`src/inc/pdpd_pkg.sv`:
```
/*
  shared constants and types for the positioning flags and pulse divider block.
  assumes a single 100 MHz clock and an AXI4-Lite register slave.
*/
package pdpd_pkg;
  localparam int          CLK_HZ        = 100_000_000;
  localparam int          OC_MAX_HZ     = 3_000;
  localparam int          OC_GAP_CYC    = (CLK_HZ + OC_MAX_HZ - 1) / OC_MAX_HZ;
  localparam logic [7:0]  ADDR_CTRL     = 8'h00;
  localparam logic [7:0]  ADDR_APPR_THR = 8'h04;
  localparam logic [7:0]  ADDR_DONE_THR = 8'h08;
  localparam logic [7:0]  ADDR_HOLD     = 8'h0C;
  localparam logic [7:0]  ADDR_DIV      = 8'h10;
  localparam logic [7:0]  ADDR_DO_SEL   = 8'h14;
  localparam logic [7:0]  ADDR_STATUS   = 8'h18;
  localparam logic [7:0]  ADDR_APPLY    = 8'h1C;
  localparam int          CTRL_MODE_LSB = 0;
  localparam int          CTRL_DSEL_LSB = 2;
  localparam int          CTRL_SRC_LSB  = 4;
  localparam int          CTRL_DIR_BIT  = 6;
  localparam int          DOB_LSB       = 8;
  localparam logic [4:0]  FUNC_DONE     = 5'h0D;
  localparam logic [4:0]  FUNC_CLOSE    = 5'h0E;
  localparam logic [1:0]  MODE_OFF      = 2'h0;
  localparam logic [1:0]  MODE_SPD      = 2'h1;
  localparam logic [1:0]  MODE_FILT     = 2'h2;
  localparam logic [1:0]  MODE_LATCH    = 2'h3;
  localparam logic [1:0]  DSEL_FUNC     = 2'h0;
  localparam logic [1:0]  DSEL_PULSE    = 2'h1;
  localparam logic [1:0]  SRC_MOTOR     = 2'h0;
  localparam logic [1:0]  SRC_CMD       = 2'h1;
  localparam logic [1:0]  SRC_NONE      = 2'h2;
  localparam logic [15:0] DIV_RST       = 16'h0001;
  localparam logic [31:0] THR_RST       = 32'h0000_0000;
  localparam logic [1:0]  RESP_OKAY     = 2'h0;
  localparam logic [1:0]  RESP_SLVERR   = 2'h2;

  typedef struct packed {
    logic [1:0] close_mode;
    logic [1:0] dsel;
    logic [1:0] src;
    logic       dir;
    logic [4:0] do_a_func;
    logic [4:0] do_b_func;
  } pdpd_cfg_t;

  typedef struct packed {
    logic [1:0]  src;
    logic        dir;
    logic [15:0] factor;
  } pdpd_act_t;

  localparam pdpd_cfg_t CFG_RST = '{MODE_OFF, DSEL_FUNC, SRC_MOTOR, 1'b0, 5'h00, 5'h00};
  localparam pdpd_act_t ACT_RST = '{SRC_MOTOR, 1'b0, DIV_RST};
endpackage

```
`src/core/pdpd_div.sv`:
```
/*
  pulse divider: one output pulse for every factor input pulses.
  assumes in_pulse is a one-cycle strobe; a factor of zero acts as one.
*/
`timescale 1ns/1ps
module pdpd_div #(
  parameter int W = 16
) (
  input  wire logic         clk,
  input  wire logic         rstn,
  input  wire logic         clr,
  input  wire logic [W-1:0] factor,
  input  wire logic         in_pulse,
  output logic              out_pulse
);
  logic [W-1:0] cnt_r;
  logic [W-1:0] cnt_nxt;
  logic         out_nxt;
  logic [W-1:0] last;

  assign last = (factor == '0) ? '0 : factor - W'(1);

  always_comb begin
    cnt_nxt = cnt_r;
    out_nxt = 1'b0;
    if (clr) begin
      cnt_nxt = '0;
    end else if (in_pulse) begin
      if (cnt_r >= last) begin
        cnt_nxt = '0;
        out_nxt = 1'b1;
      end else begin
        cnt_nxt = cnt_r + W'(1);
      end
    end
  end

  always_ff @(posedge clk or negedge rstn) begin
    if (!rstn) begin
      cnt_r     <= '0;
      out_pulse <= 1'b0;
    end else begin
      cnt_r     <= cnt_nxt;
      out_pulse <= out_nxt;
    end
  end
endmodule // pdpd_div

```
`src/core/pdpd_top.sv`:
```
/*
  positioning completion and close flags, plus divided encoder pulse output,
  with an AXI4-Lite register slave.
  assumes all inputs synchronous to REF_CLK; pulse inputs are one-cycle strobes.
*/
// Register access over AXI4-Lite and the register addresses were chosen for this implementation.
`timescale 1ns/1ps
module pdpd_top #(
  parameter int OC_GAP = pdpd_pkg::OC_GAP_CYC,
  parameter int DIV_W  = 16
) (
  input  wire logic        REF_CLK,
  input  wire logic        RSTN,
  input  wire logic [7:0]  AWADDR,
  input  wire logic        AWVALID,
  output logic             AWREADY,
  input  wire logic [31:0] WDATA,
  input  wire logic [3:0]  WSTRB,
  input  wire logic        WVALID,
  output logic             WREADY,
  output logic [1:0]       BRESP,
  output logic             BVALID,
  input  wire logic        BREADY,
  input  wire logic [7:0]  ARADDR,
  input  wire logic        ARVALID,
  output logic             ARREADY,
  output logic [31:0]      RDATA,
  output logic [1:0]       RRESP,
  output logic             RVALID,
  input  wire logic        RREADY,
  input  wire logic [31:0] POS_ERR,
  input  wire logic [31:0] POSITION_SPEED_COMMAND_VALUE,
  input  wire logic [31:0] FILTERED_POSITION_SPEED_COMMAND,
  input  wire logic        MOTOR_PULSE,
  input  wire logic        MOTOR_DIR,
  input  wire logic        CMD_PULSE,
  input  wire logic        CMD_DIR,
  input  wire logic [1:0]  DIFF_IN,
  output logic             COMPLETE,
  output logic             CLOSE,
  output logic             OPEN_COLLECTOR_OUT_A,
  output logic             OPEN_COLLECTOR_OUT_B,
  output logic             DIFF_PULSE_O,
  output logic             DIFF_DIR_O,
  output logic             DIFF_OE
);
  pdpd_pkg::pdpd_cfg_t cfg_r, cfg_nxt;
  pdpd_pkg::pdpd_act_t act_r, act_nxt;
  logic [31:0] appr_thr_r, appr_thr_nxt, done_thr_r, done_thr_nxt;
  logic [31:0] hold_r, hold_nxt;
  logic [15:0] div_r, div_nxt;
  logic        apply;

  // bus handshake state
  logic        aw_got_r, aw_got_nxt, w_got_r, w_got_nxt, bvalid_r, bvalid_nxt;
  logic        rvalid_r, rvalid_nxt;
  logic [7:0]  awaddr_r, awaddr_nxt;
  logic [31:0] wdata_r, wdata_nxt, rdata_r, rdata_nxt;
  logic [3:0]  wstrb_r, wstrb_nxt;
  logic [1:0]  bresp_r, bresp_nxt, rresp_r, rresp_nxt;
  logic        wr_fire;

  assign AWREADY = !aw_got_r && !bvalid_r;
  assign WREADY  = !w_got_r && !bvalid_r;
  assign ARREADY = !rvalid_r;
  assign BVALID  = bvalid_r;
  assign BRESP   = bresp_r;
  assign RVALID  = rvalid_r;
  assign RDATA   = rdata_r;
  assign RRESP   = rresp_r;
  assign wr_fire = aw_got_r && w_got_r && !bvalid_r;

  function automatic logic [31:0] merge(input logic [31:0] old, input logic [31:0] d,
                                        input logic [3:0] s);
    for (int i = 0; i < 4; i++) begin
      if (s[i]) old[8*i +: 8] = d[8*i +: 8];
    end
    return old;
  endfunction

  // flags state
  logic [31:0] abs_err;
  logic        in_close_band, in_done_band;
  logic [31:0] hold_cnt_r, hold_cnt_nxt;
  logic        close_r, close_nxt, done_r, done_nxt;

  always_comb begin
    logic [31:0] c;
    c = '0;
    cfg_nxt      = cfg_r;
    appr_thr_nxt = appr_thr_r;
    done_thr_nxt = done_thr_r;
    hold_nxt     = hold_r;
    div_nxt      = div_r;
    aw_got_nxt   = aw_got_r || (AWVALID && AWREADY);
    w_got_nxt    = w_got_r || (WVALID && WREADY);
    awaddr_nxt   = (AWVALID && AWREADY) ? AWADDR : awaddr_r;
    wdata_nxt    = (WVALID && WREADY) ? WDATA : wdata_r;
    wstrb_nxt    = (WVALID && WREADY) ? WSTRB : wstrb_r;
    bvalid_nxt   = bvalid_r && !BREADY;
    bresp_nxt    = bresp_r;
    apply        = 1'b0;
    if (wr_fire) begin
      aw_got_nxt = 1'b0;
      w_got_nxt  = 1'b0;
      bvalid_nxt = 1'b1;
      bresp_nxt  = pdpd_pkg::RESP_OKAY;
      unique case (awaddr_r)
        pdpd_pkg::ADDR_CTRL: begin
          c = merge({25'h0, cfg_r.dir, cfg_r.src, cfg_r.dsel, cfg_r.close_mode},
                    wdata_r, wstrb_r);
          cfg_nxt.close_mode = c[pdpd_pkg::CTRL_MODE_LSB +: 2];
          cfg_nxt.dsel       = c[pdpd_pkg::CTRL_DSEL_LSB +: 2];
          cfg_nxt.src        = c[pdpd_pkg::CTRL_SRC_LSB +: 2];
          cfg_nxt.dir        = c[pdpd_pkg::CTRL_DIR_BIT];
        end
        pdpd_pkg::ADDR_APPR_THR: appr_thr_nxt = merge(appr_thr_r, wdata_r, wstrb_r);
        pdpd_pkg::ADDR_DONE_THR: done_thr_nxt = merge(done_thr_r, wdata_r, wstrb_r);
        pdpd_pkg::ADDR_HOLD:     hold_nxt     = merge(hold_r, wdata_r, wstrb_r);
        pdpd_pkg::ADDR_DIV: begin
          c = merge({16'h0, div_r}, wdata_r, wstrb_r);
          // zero is outside the range, keep old value
          if (c[15:0] != 16'h0000) div_nxt = c[15:0];
        end
        pdpd_pkg::ADDR_DO_SEL: begin
          c = merge({19'h0, cfg_r.do_b_func, 3'h0, cfg_r.do_a_func}, wdata_r, wstrb_r);
          cfg_nxt.do_a_func = c[4:0];
          cfg_nxt.do_b_func = c[pdpd_pkg::DOB_LSB +: 5];
        end
        pdpd_pkg::ADDR_APPLY: apply = wstrb_r[0] && wdata_r[0];
        pdpd_pkg::ADDR_STATUS: ;
        default: bresp_nxt = pdpd_pkg::RESP_SLVERR;
      endcase
    end
    rvalid_nxt = rvalid_r && !RREADY;
    rdata_nxt  = rdata_r;
    rresp_nxt  = rresp_r;
    if (ARVALID && ARREADY) begin
      rvalid_nxt = 1'b1;
      rresp_nxt  = pdpd_pkg::RESP_OKAY;
      unique case (ARADDR)
        pdpd_pkg::ADDR_CTRL:
          rdata_nxt = {25'h0, cfg_r.dir, cfg_r.src, cfg_r.dsel, cfg_r.close_mode};
        pdpd_pkg::ADDR_APPR_THR: rdata_nxt = appr_thr_r;
        pdpd_pkg::ADDR_DONE_THR: rdata_nxt = done_thr_r;
        pdpd_pkg::ADDR_HOLD:     rdata_nxt = hold_r;
        pdpd_pkg::ADDR_DIV:      rdata_nxt = {16'h0, div_r};
        pdpd_pkg::ADDR_DO_SEL:   rdata_nxt = {19'h0, cfg_r.do_b_func, 3'h0, cfg_r.do_a_func};
        pdpd_pkg::ADDR_STATUS:
          rdata_nxt = {act_r.factor, 9'h0, DIFF_IN, act_r.dir, act_r.src, close_r, done_r};
        pdpd_pkg::ADDR_APPLY:    rdata_nxt = '0;
        default: begin
          rdata_nxt = '0;
          rresp_nxt = pdpd_pkg::RESP_SLVERR;
        end
      endcase
    end
  end

  // divider settings become active only on apply
  always_comb begin
    act_nxt = act_r;
    if (apply) act_nxt = '{cfg_r.src, cfg_r.dir, div_r};
  end

  always_ff @(posedge REF_CLK or negedge RSTN) begin
    if (!RSTN) begin
      cfg_r      <= pdpd_pkg::CFG_RST;
      act_r      <= pdpd_pkg::ACT_RST;
      appr_thr_r <= pdpd_pkg::THR_RST;
      done_thr_r <= pdpd_pkg::THR_RST;
      hold_r     <= pdpd_pkg::THR_RST;
      div_r      <= pdpd_pkg::DIV_RST;
      aw_got_r   <= 1'b0;
      w_got_r    <= 1'b0;
      bvalid_r   <= 1'b0;
      rvalid_r   <= 1'b0;
      awaddr_r   <= '0;
      wdata_r    <= '0;
      wstrb_r    <= '0;
      rdata_r    <= '0;
      bresp_r    <= pdpd_pkg::RESP_OKAY;
      rresp_r    <= pdpd_pkg::RESP_OKAY;
    end else begin
      cfg_r      <= cfg_nxt;
      act_r      <= act_nxt;
      appr_thr_r <= appr_thr_nxt;
      done_thr_r <= done_thr_nxt;
      hold_r     <= hold_nxt;
      div_r      <= div_nxt;
      aw_got_r   <= aw_got_nxt;
      w_got_r    <= w_got_nxt;
      bvalid_r   <= bvalid_nxt;
      rvalid_r   <= rvalid_nxt;
      awaddr_r   <= awaddr_nxt;
      wdata_r    <= wdata_nxt;
      wstrb_r    <= wstrb_nxt;
      rdata_r    <= rdata_nxt;
      bresp_r    <= bresp_nxt;
      rresp_r    <= rresp_nxt;
    end
  end

  assign abs_err       = POS_ERR[31] ? (~POS_ERR + 32'h0000_0001) : POS_ERR;
  assign in_close_band = abs_err < appr_thr_r;
  assign in_done_band  = abs_err < done_thr_r;

  always_comb begin
    close_nxt    = 1'b0;
    hold_cnt_nxt = in_done_band ? hold_cnt_r : '0;
    // hold counter saturates at the programmed time
    if (in_done_band && hold_cnt_r < hold_r) hold_cnt_nxt = hold_cnt_r + 32'h0000_0001;
    done_nxt = in_done_band && (hold_cnt_nxt >= hold_r);
    unique case (cfg_r.close_mode)
      pdpd_pkg::MODE_OFF: close_nxt = 1'b0;
      pdpd_pkg::MODE_SPD:
        close_nxt = in_close_band && (POSITION_SPEED_COMMAND_VALUE == '0);
      pdpd_pkg::MODE_FILT:
        close_nxt = in_close_band && (FILTERED_POSITION_SPEED_COMMAND == '0);
      pdpd_pkg::MODE_LATCH:
        close_nxt = (POSITION_SPEED_COMMAND_VALUE == '0) && (close_r || in_close_band);
    endcase
  end

  always_ff @(posedge REF_CLK or negedge RSTN) begin
    if (!RSTN) begin
      hold_cnt_r <= '0;
      close_r    <= 1'b0;
      done_r     <= 1'b0;
    end else begin
      hold_cnt_r <= hold_cnt_nxt;
      close_r    <= close_nxt;
      done_r     <= done_nxt;
    end
  end

  // pulse path: one shared divider for both output ports
  logic        div_pulse;
  logic        mdir;
  logic        oc_pend_r, oc_pend_nxt, oc_tog_r, oc_tog_nxt, oc_dir_r, oc_dir_nxt;
  logic [31:0] oc_gap_r, oc_gap_nxt;
  logic        oc_fire;
  logic        dp_r, dp_nxt, dd_r, dd_nxt, do_a_r, do_a_nxt, do_b_r, do_b_nxt;

  pdpd_div #(.W(DIV_W)) u_div (
    .clk       (REF_CLK),
    .rstn      (RSTN),
    .clr       (apply),
    .factor    (act_r.factor),
    .in_pulse  (MOTOR_PULSE),
    .out_pulse (div_pulse)
  );

  // sense inversion only on motor pulses
  assign mdir    = MOTOR_DIR ^ act_r.dir;
  assign oc_fire = oc_pend_r && (oc_gap_r == '0);

  function automatic logic do_func(input logic [4:0] f, input logic d, input logic c);
    return (f == pdpd_pkg::FUNC_DONE) ? d : (f == pdpd_pkg::FUNC_CLOSE) ? c : 1'b0;
  endfunction

  always_comb begin
    // excess pulses beyond one pending are dropped to cap the rate
    oc_pend_nxt = (oc_pend_r && !oc_fire) || div_pulse;
    oc_dir_nxt  = div_pulse ? mdir : oc_dir_r;
    oc_gap_nxt  = oc_fire ? 32'(OC_GAP - 1) : (oc_gap_r != '0) ? oc_gap_r - 32'h1 : '0;
    oc_tog_nxt  = oc_tog_r ^ oc_fire;
    unique case (act_r.src)
      pdpd_pkg::SRC_CMD: begin
        dp_nxt = CMD_PULSE;
        dd_nxt = CMD_DIR;
      end
      pdpd_pkg::SRC_MOTOR: begin
        dp_nxt = div_pulse;
        dd_nxt = div_pulse ? mdir : dd_r;
      end
      default: begin
        dp_nxt = 1'b0;
        dd_nxt = 1'b0;
      end
    endcase
    if (cfg_r.dsel == pdpd_pkg::DSEL_PULSE) begin
      do_a_nxt = oc_tog_r;
      do_b_nxt = oc_dir_r;
    end else if (cfg_r.dsel == pdpd_pkg::DSEL_FUNC) begin
      do_a_nxt = do_func(cfg_r.do_a_func, done_r, close_r);
      do_b_nxt = do_func(cfg_r.do_b_func, done_r, close_r);
    end else begin
      do_a_nxt = 1'b0;
      do_b_nxt = 1'b0;
    end
  end

  always_ff @(posedge REF_CLK or negedge RSTN) begin
    if (!RSTN) begin
      oc_pend_r <= 1'b0;
      oc_dir_r  <= 1'b0;
      oc_gap_r  <= '0;
      oc_tog_r  <= 1'b0;
      dp_r      <= 1'b0;
      dd_r      <= 1'b0;
      do_a_r    <= 1'b0;
      do_b_r    <= 1'b0;
    end else begin
      oc_pend_r <= oc_pend_nxt;
      oc_dir_r  <= oc_dir_nxt;
      oc_gap_r  <= oc_gap_nxt;
      oc_tog_r  <= oc_tog_nxt;
      dp_r      <= dp_nxt;
      dd_r      <= dd_nxt;
      do_a_r    <= do_a_nxt;
      do_b_r    <= do_b_nxt;
    end
  end

  assign COMPLETE             = done_r;
  assign CLOSE                = close_r;
  assign OPEN_COLLECTOR_OUT_A = do_a_r;
  assign OPEN_COLLECTOR_OUT_B = do_b_r;
  assign DIFF_PULSE_O         = dp_r;
  assign DIFF_DIR_O           = dd_r;
  // source 2 releases the port as input
  assign DIFF_OE              = (act_r.src == pdpd_pkg::SRC_MOTOR) ||
                                (act_r.src == pdpd_pkg::SRC_CMD);

  // assertion helper: cycles since the last paced edge, kept apart from the gap counter
  logic [31:0] oc_since_r, oc_since_nxt;

  always_comb begin
    oc_since_nxt = oc_since_r;
    if (oc_fire) oc_since_nxt = '0;
    else if (oc_since_r != '1) oc_since_nxt = oc_since_r + 32'h0000_0001;
  end

  always_ff @(posedge REF_CLK or negedge RSTN) begin
    if (!RSTN) begin
      oc_since_r <= '1;
    end else begin
      oc_since_r <= oc_since_nxt;
    end
  end
endmodule // pdpd_top

```
`config.mk`:
```
export PLATFORM = sky130hd
export DESIGN_NAME = pdpd_top
export DESIGN_NICKNAME = d
export VERILOG_FILES = /design/src/inc/pdpd_pkg.sv /design/src/core/pdpd_div.sv /design/src/core/pdpd_top.sv
export SDC_FILE = /design/constraint.sdc
export NUM_CORES = 1
export LEC_CHECK = 0
export BUFFER_PORTS_ARGS = -buffer_cell sky130_fd_sc_hd__buf_2
export CELL_PAD_IN_SITES_DETAIL_PLACEMENT = 0
export CELL_PAD_IN_SITES_GLOBAL_PLACEMENT = 2
export CORE_UTILIZATION = 41
export CTS_CLUSTER_SIZE = 16
export DETAILED_ROUTE_END_ITERATION = 16
export GPL_ROUTABILITY_DRIVEN = 0
export PLACE_DENSITY_LB_ADDON = 0.1
export SKIP_LAST_GASP = 1
export SYNTH_ARGS = -nofsm -noshare
export SYNTH_HDL_FRONTEND = slang
export SYNTH_HIERARCHICAL = 1
export SYNTH_SLANG_ARGS = --single-unit
```
`constraint.sdc`:
```
create_clock -name REF_CLK -period 9.8 [get_ports REF_CLK]
set_input_delay 0.49 -clock REF_CLK [delete_from_list [all_inputs] [get_ports REF_CLK]]
set_output_delay 0.49 -clock REF_CLK [all_outputs]
set_load 0.05 [all_outputs]
```
==> impl_metrics.ini <==
[logic_synthesis]
synth.cell_area_mm2 = 0.01854
async_flop_share = 1.000
ys_types = 69
ys_seq_area_frac = 0.4320
yosys_warnings = 6
synth_top_area_frac = 0.4292
synth_edf_count = 0
yosysTopAreaCell = dfrtp_1
yosys-top-cells-area = dfrtp_1 (43%), mux2_2 (10%), ha_1 (10%), nand2_1 (3.7%), xnor2_1 (3.4%)
synthFlopType = dfrtp_1
synth_seq_cells = 320
syn_avg_cell_area_um2 = 10.20
synthCells = 1817

[cells_and_area]
multi_input_area_mm2 = 0.009853
seq_area_mm2 = 0.008010
drive_gt1_frac = 0.2414
nFillCells = 4230
nNetsFinal = 2327
fin_cells = 2640
area_growth_pct = 16.63
final_common_cell = dfrtp_1
final_cell_mix = dfrtp_1 (318), buf_2 (205), nand2_1 (181)

[power_and_ir_drop]
p_per_area_mw_per_mm2 = 218.8
ir_drop_mv = 0.1933
total_leakage_power_uw = 0.009967

[floorplan]
rows = 77
core_area_mm2 = 0.04441
start_util = 0.4175
die_h_um = 214.7
die_w_um = 214.7
ios = 209
dieArea_mm2 = 0.04608

[critical_path]
worstPathRequired_ns = 10.26
cp_max_fo = 33
cp_top_family = simple AND/OR/NAND/NOR gates
start_kind = primary input
cpMaxStageDelayCell = or2_2
path_buf_inv = 1
crit_chain = buf_2 > or4_1 > nor3_1 > nand3_1 > nor4_1 > nand3_1 > o21ai_0 > xnor2_1 > ha_1 > nand4_1 > nor3_1 > nand2_1 > nor4_1 > or2_2 > a21oi_1 > ha_1 > nand4_1 > nor2_1 > and3_1 > nand4_1 > a311o_1 > a31oi_1
crit_type = primary input to register
endpoint_kind = register
slowest_delay_ns = 0.68
worst_path_most_repeated_cell = nand4_1
worst_ep_arrival_time_ns = 6.71

[cts]
htreeDepth = 2
cts.sinks = 320
cts_buffer_depth = 3
cts_tree = done
cts.clk_slew.worst_paths_ns = 0.06
post-cts-setup-buffers = 0
cts_root_buf = clkbuf_16
cts_resized = 0
cts_buffers = 39
clk_latency_ns = 0.57

[detailed_routing]
drt-vias-per-instance = 5.583
drcViolationCount = 0
avgRoutedWirePerCell_um = 22.12
drt_iter0_drc = 907
first_pass_iters = 5
finalWirelength_um = 58390
ant_nets = 0
via_count = 14740

[sta]
setup_violations = 0
setup_slack_ns = 3.558
max-slew-margin-rel = 0.1946
timing.setup.tns_ns = 0
fmax_mhz = 160.2
worst_clock_skew_ns = 0.02109
slew_violations = 0
finalCritPeriodShare = 0.6370
finalHoldViolCount = 0
worstMarginPinSlew_ns = 1.199
layout_min_cycle_time_ns = 6.242
rsz0062_at_grt = false

[global_route]
grt_pass1_vias = 15270
track_usage = 0.2564
antenna_found_initial = 4
overflow = 0
grt_max_degree = 156
grt_pass1_wl_um = 90310

[place]
port_buffers = 206
place_inst = 2568
dp_hpwl_um = 43970
pre_cts_slack_ns = 2.889

[hold_path]
hold_class = primary input to register

[run_status]
outcome = completed

[job]
drv_cap = 0
[report_power, final]
group	leakage, uW	switching (uW)	internal [uW]	total, uW
sequential	0.00430	333	1570	1900
combinational	0.00496	708	511	1220
clock	0.000710	605	1010	1610
total	0.00997	1650	3090	4730
[metal layers]
| layer | part of all wire | vias up | GRT usage | routed length, um |
|---|---|---|---|---|
| li1 | - | 6972 | - | - |
| met1 | 0.45 | 7314 | 0.3327 | 26110 |
| met2 | 0.49 | 364 | 0.4436 | 28450 |
| met3 | 0.041 | 86 | 0.03574 | 2421 |
| met4 | 0.024 | 4 | 0.07429 | 1382 |
| met5 | 0.00039 | - | 0 | 23 |
[kinds of logic after synthesis]
family | share of synthesized area
AO/OA/AOI/OAI | 0.1223
XOR/XNOR | 0.04346
adder cells (fa/ha/maj) | 0.09987
buffers and inverters | 0.03840
flip-flops | 0.4320
multiplexers | 0.1088
other | 0.0002022
AND/OR/NAND/NOR | 0.1549
[path summary, 6_finish.rpt]
path                       startpoint             to  slack, ns  cells after the start
max                        POS_ERR[4]       COMPLETE       3.56                     22
min in group asynchronous        RSTN    wdata_r[24]       0.54                      2
max reg2reg                 hold_r[2]       COMPLETE       5.01                     17
max in group asynchronous        RSTN  appr_thr_r[0]       6.93                      4
min reg2reg                  RDATA[9]       RDATA[9]       0.47                      1
min                            RREADY         RVALID        0.1                      2
[synth_stat cells, types with 10 or more instances]
| cell | n |
|---|---|
| nor4_1 | 28 |
| nand2_1 | 181 |
| mux2_2 | 172 |
| nor2_1 | 103 |
| o31ai_1 | 13 |
| a222oi_1 | 10 |
| a22o_1 | 22 |
| xnor2_1 | 73 |
| nor3_1 | 44 |
| inv_1 | 117 |
| nand4_1 | 35 |
| a221oi_1 | 23 |
| nand3_1 | 43 |
| o21ai_0 | 70 |
| a22oi_1 | 20 |
| and3_1 | 14 |
| xor2_1 | 19 |
| clkbuf_1 | 50 |
| or3_1 | 21 |
| ha_1 | 148 |
| dfrtp_1 | 318 |
| a21o_1 | 44 |
| a21oi_1 | 82 |
| a31oi_1 | 19 |
| nand2b_1 | 18 |
[flip-flops by register name, summed over array words and instances (netlist names), 19 cells and up]
register,cells
appr_thr_r,32
act_r,19
hold_r,32
hold_cnt_r,32
done_thr_r,32
RDATA,32
oc_gap_r,32
wdata_r,32
[final cells by class]
class / instances / share of cell area
Antenna cell: 2 / 0.0002314
Clock buffer: 49 / 0.05109
Clock inverter: 20 / 0.01475
Inverter: 117 / 0.02031
Multi-Input combinational cell: 1321 / 0.4556
Sequential cell: 320 / 0.3704
Tap cell: 592 / 0.03425
Timing Repair Buffer: 219 / 0.05334
[what timing repair did]
action | in CTS | in global routing
setup endpoints to repair | 0 | 0
hold buffers | 1 | 0
endpoints found under the hold margin | 83 | 0
[through the flow]
stage	instance area, um^2	utilization	power (uW)	hold WS [ns]
floorplan	18550	-	2653	0.1944
global placement	20190	0.4545	3120	0.4586
detailed placement	20190	0.4545	3150	0.4655
CTS	21620	0.4868	4786	0.06688
global route	21620	0.4869	4976	0.1014
finish	21630	0.4869	4733	0.09877
No activity file was read; power rests on OpenSTA's default activity.
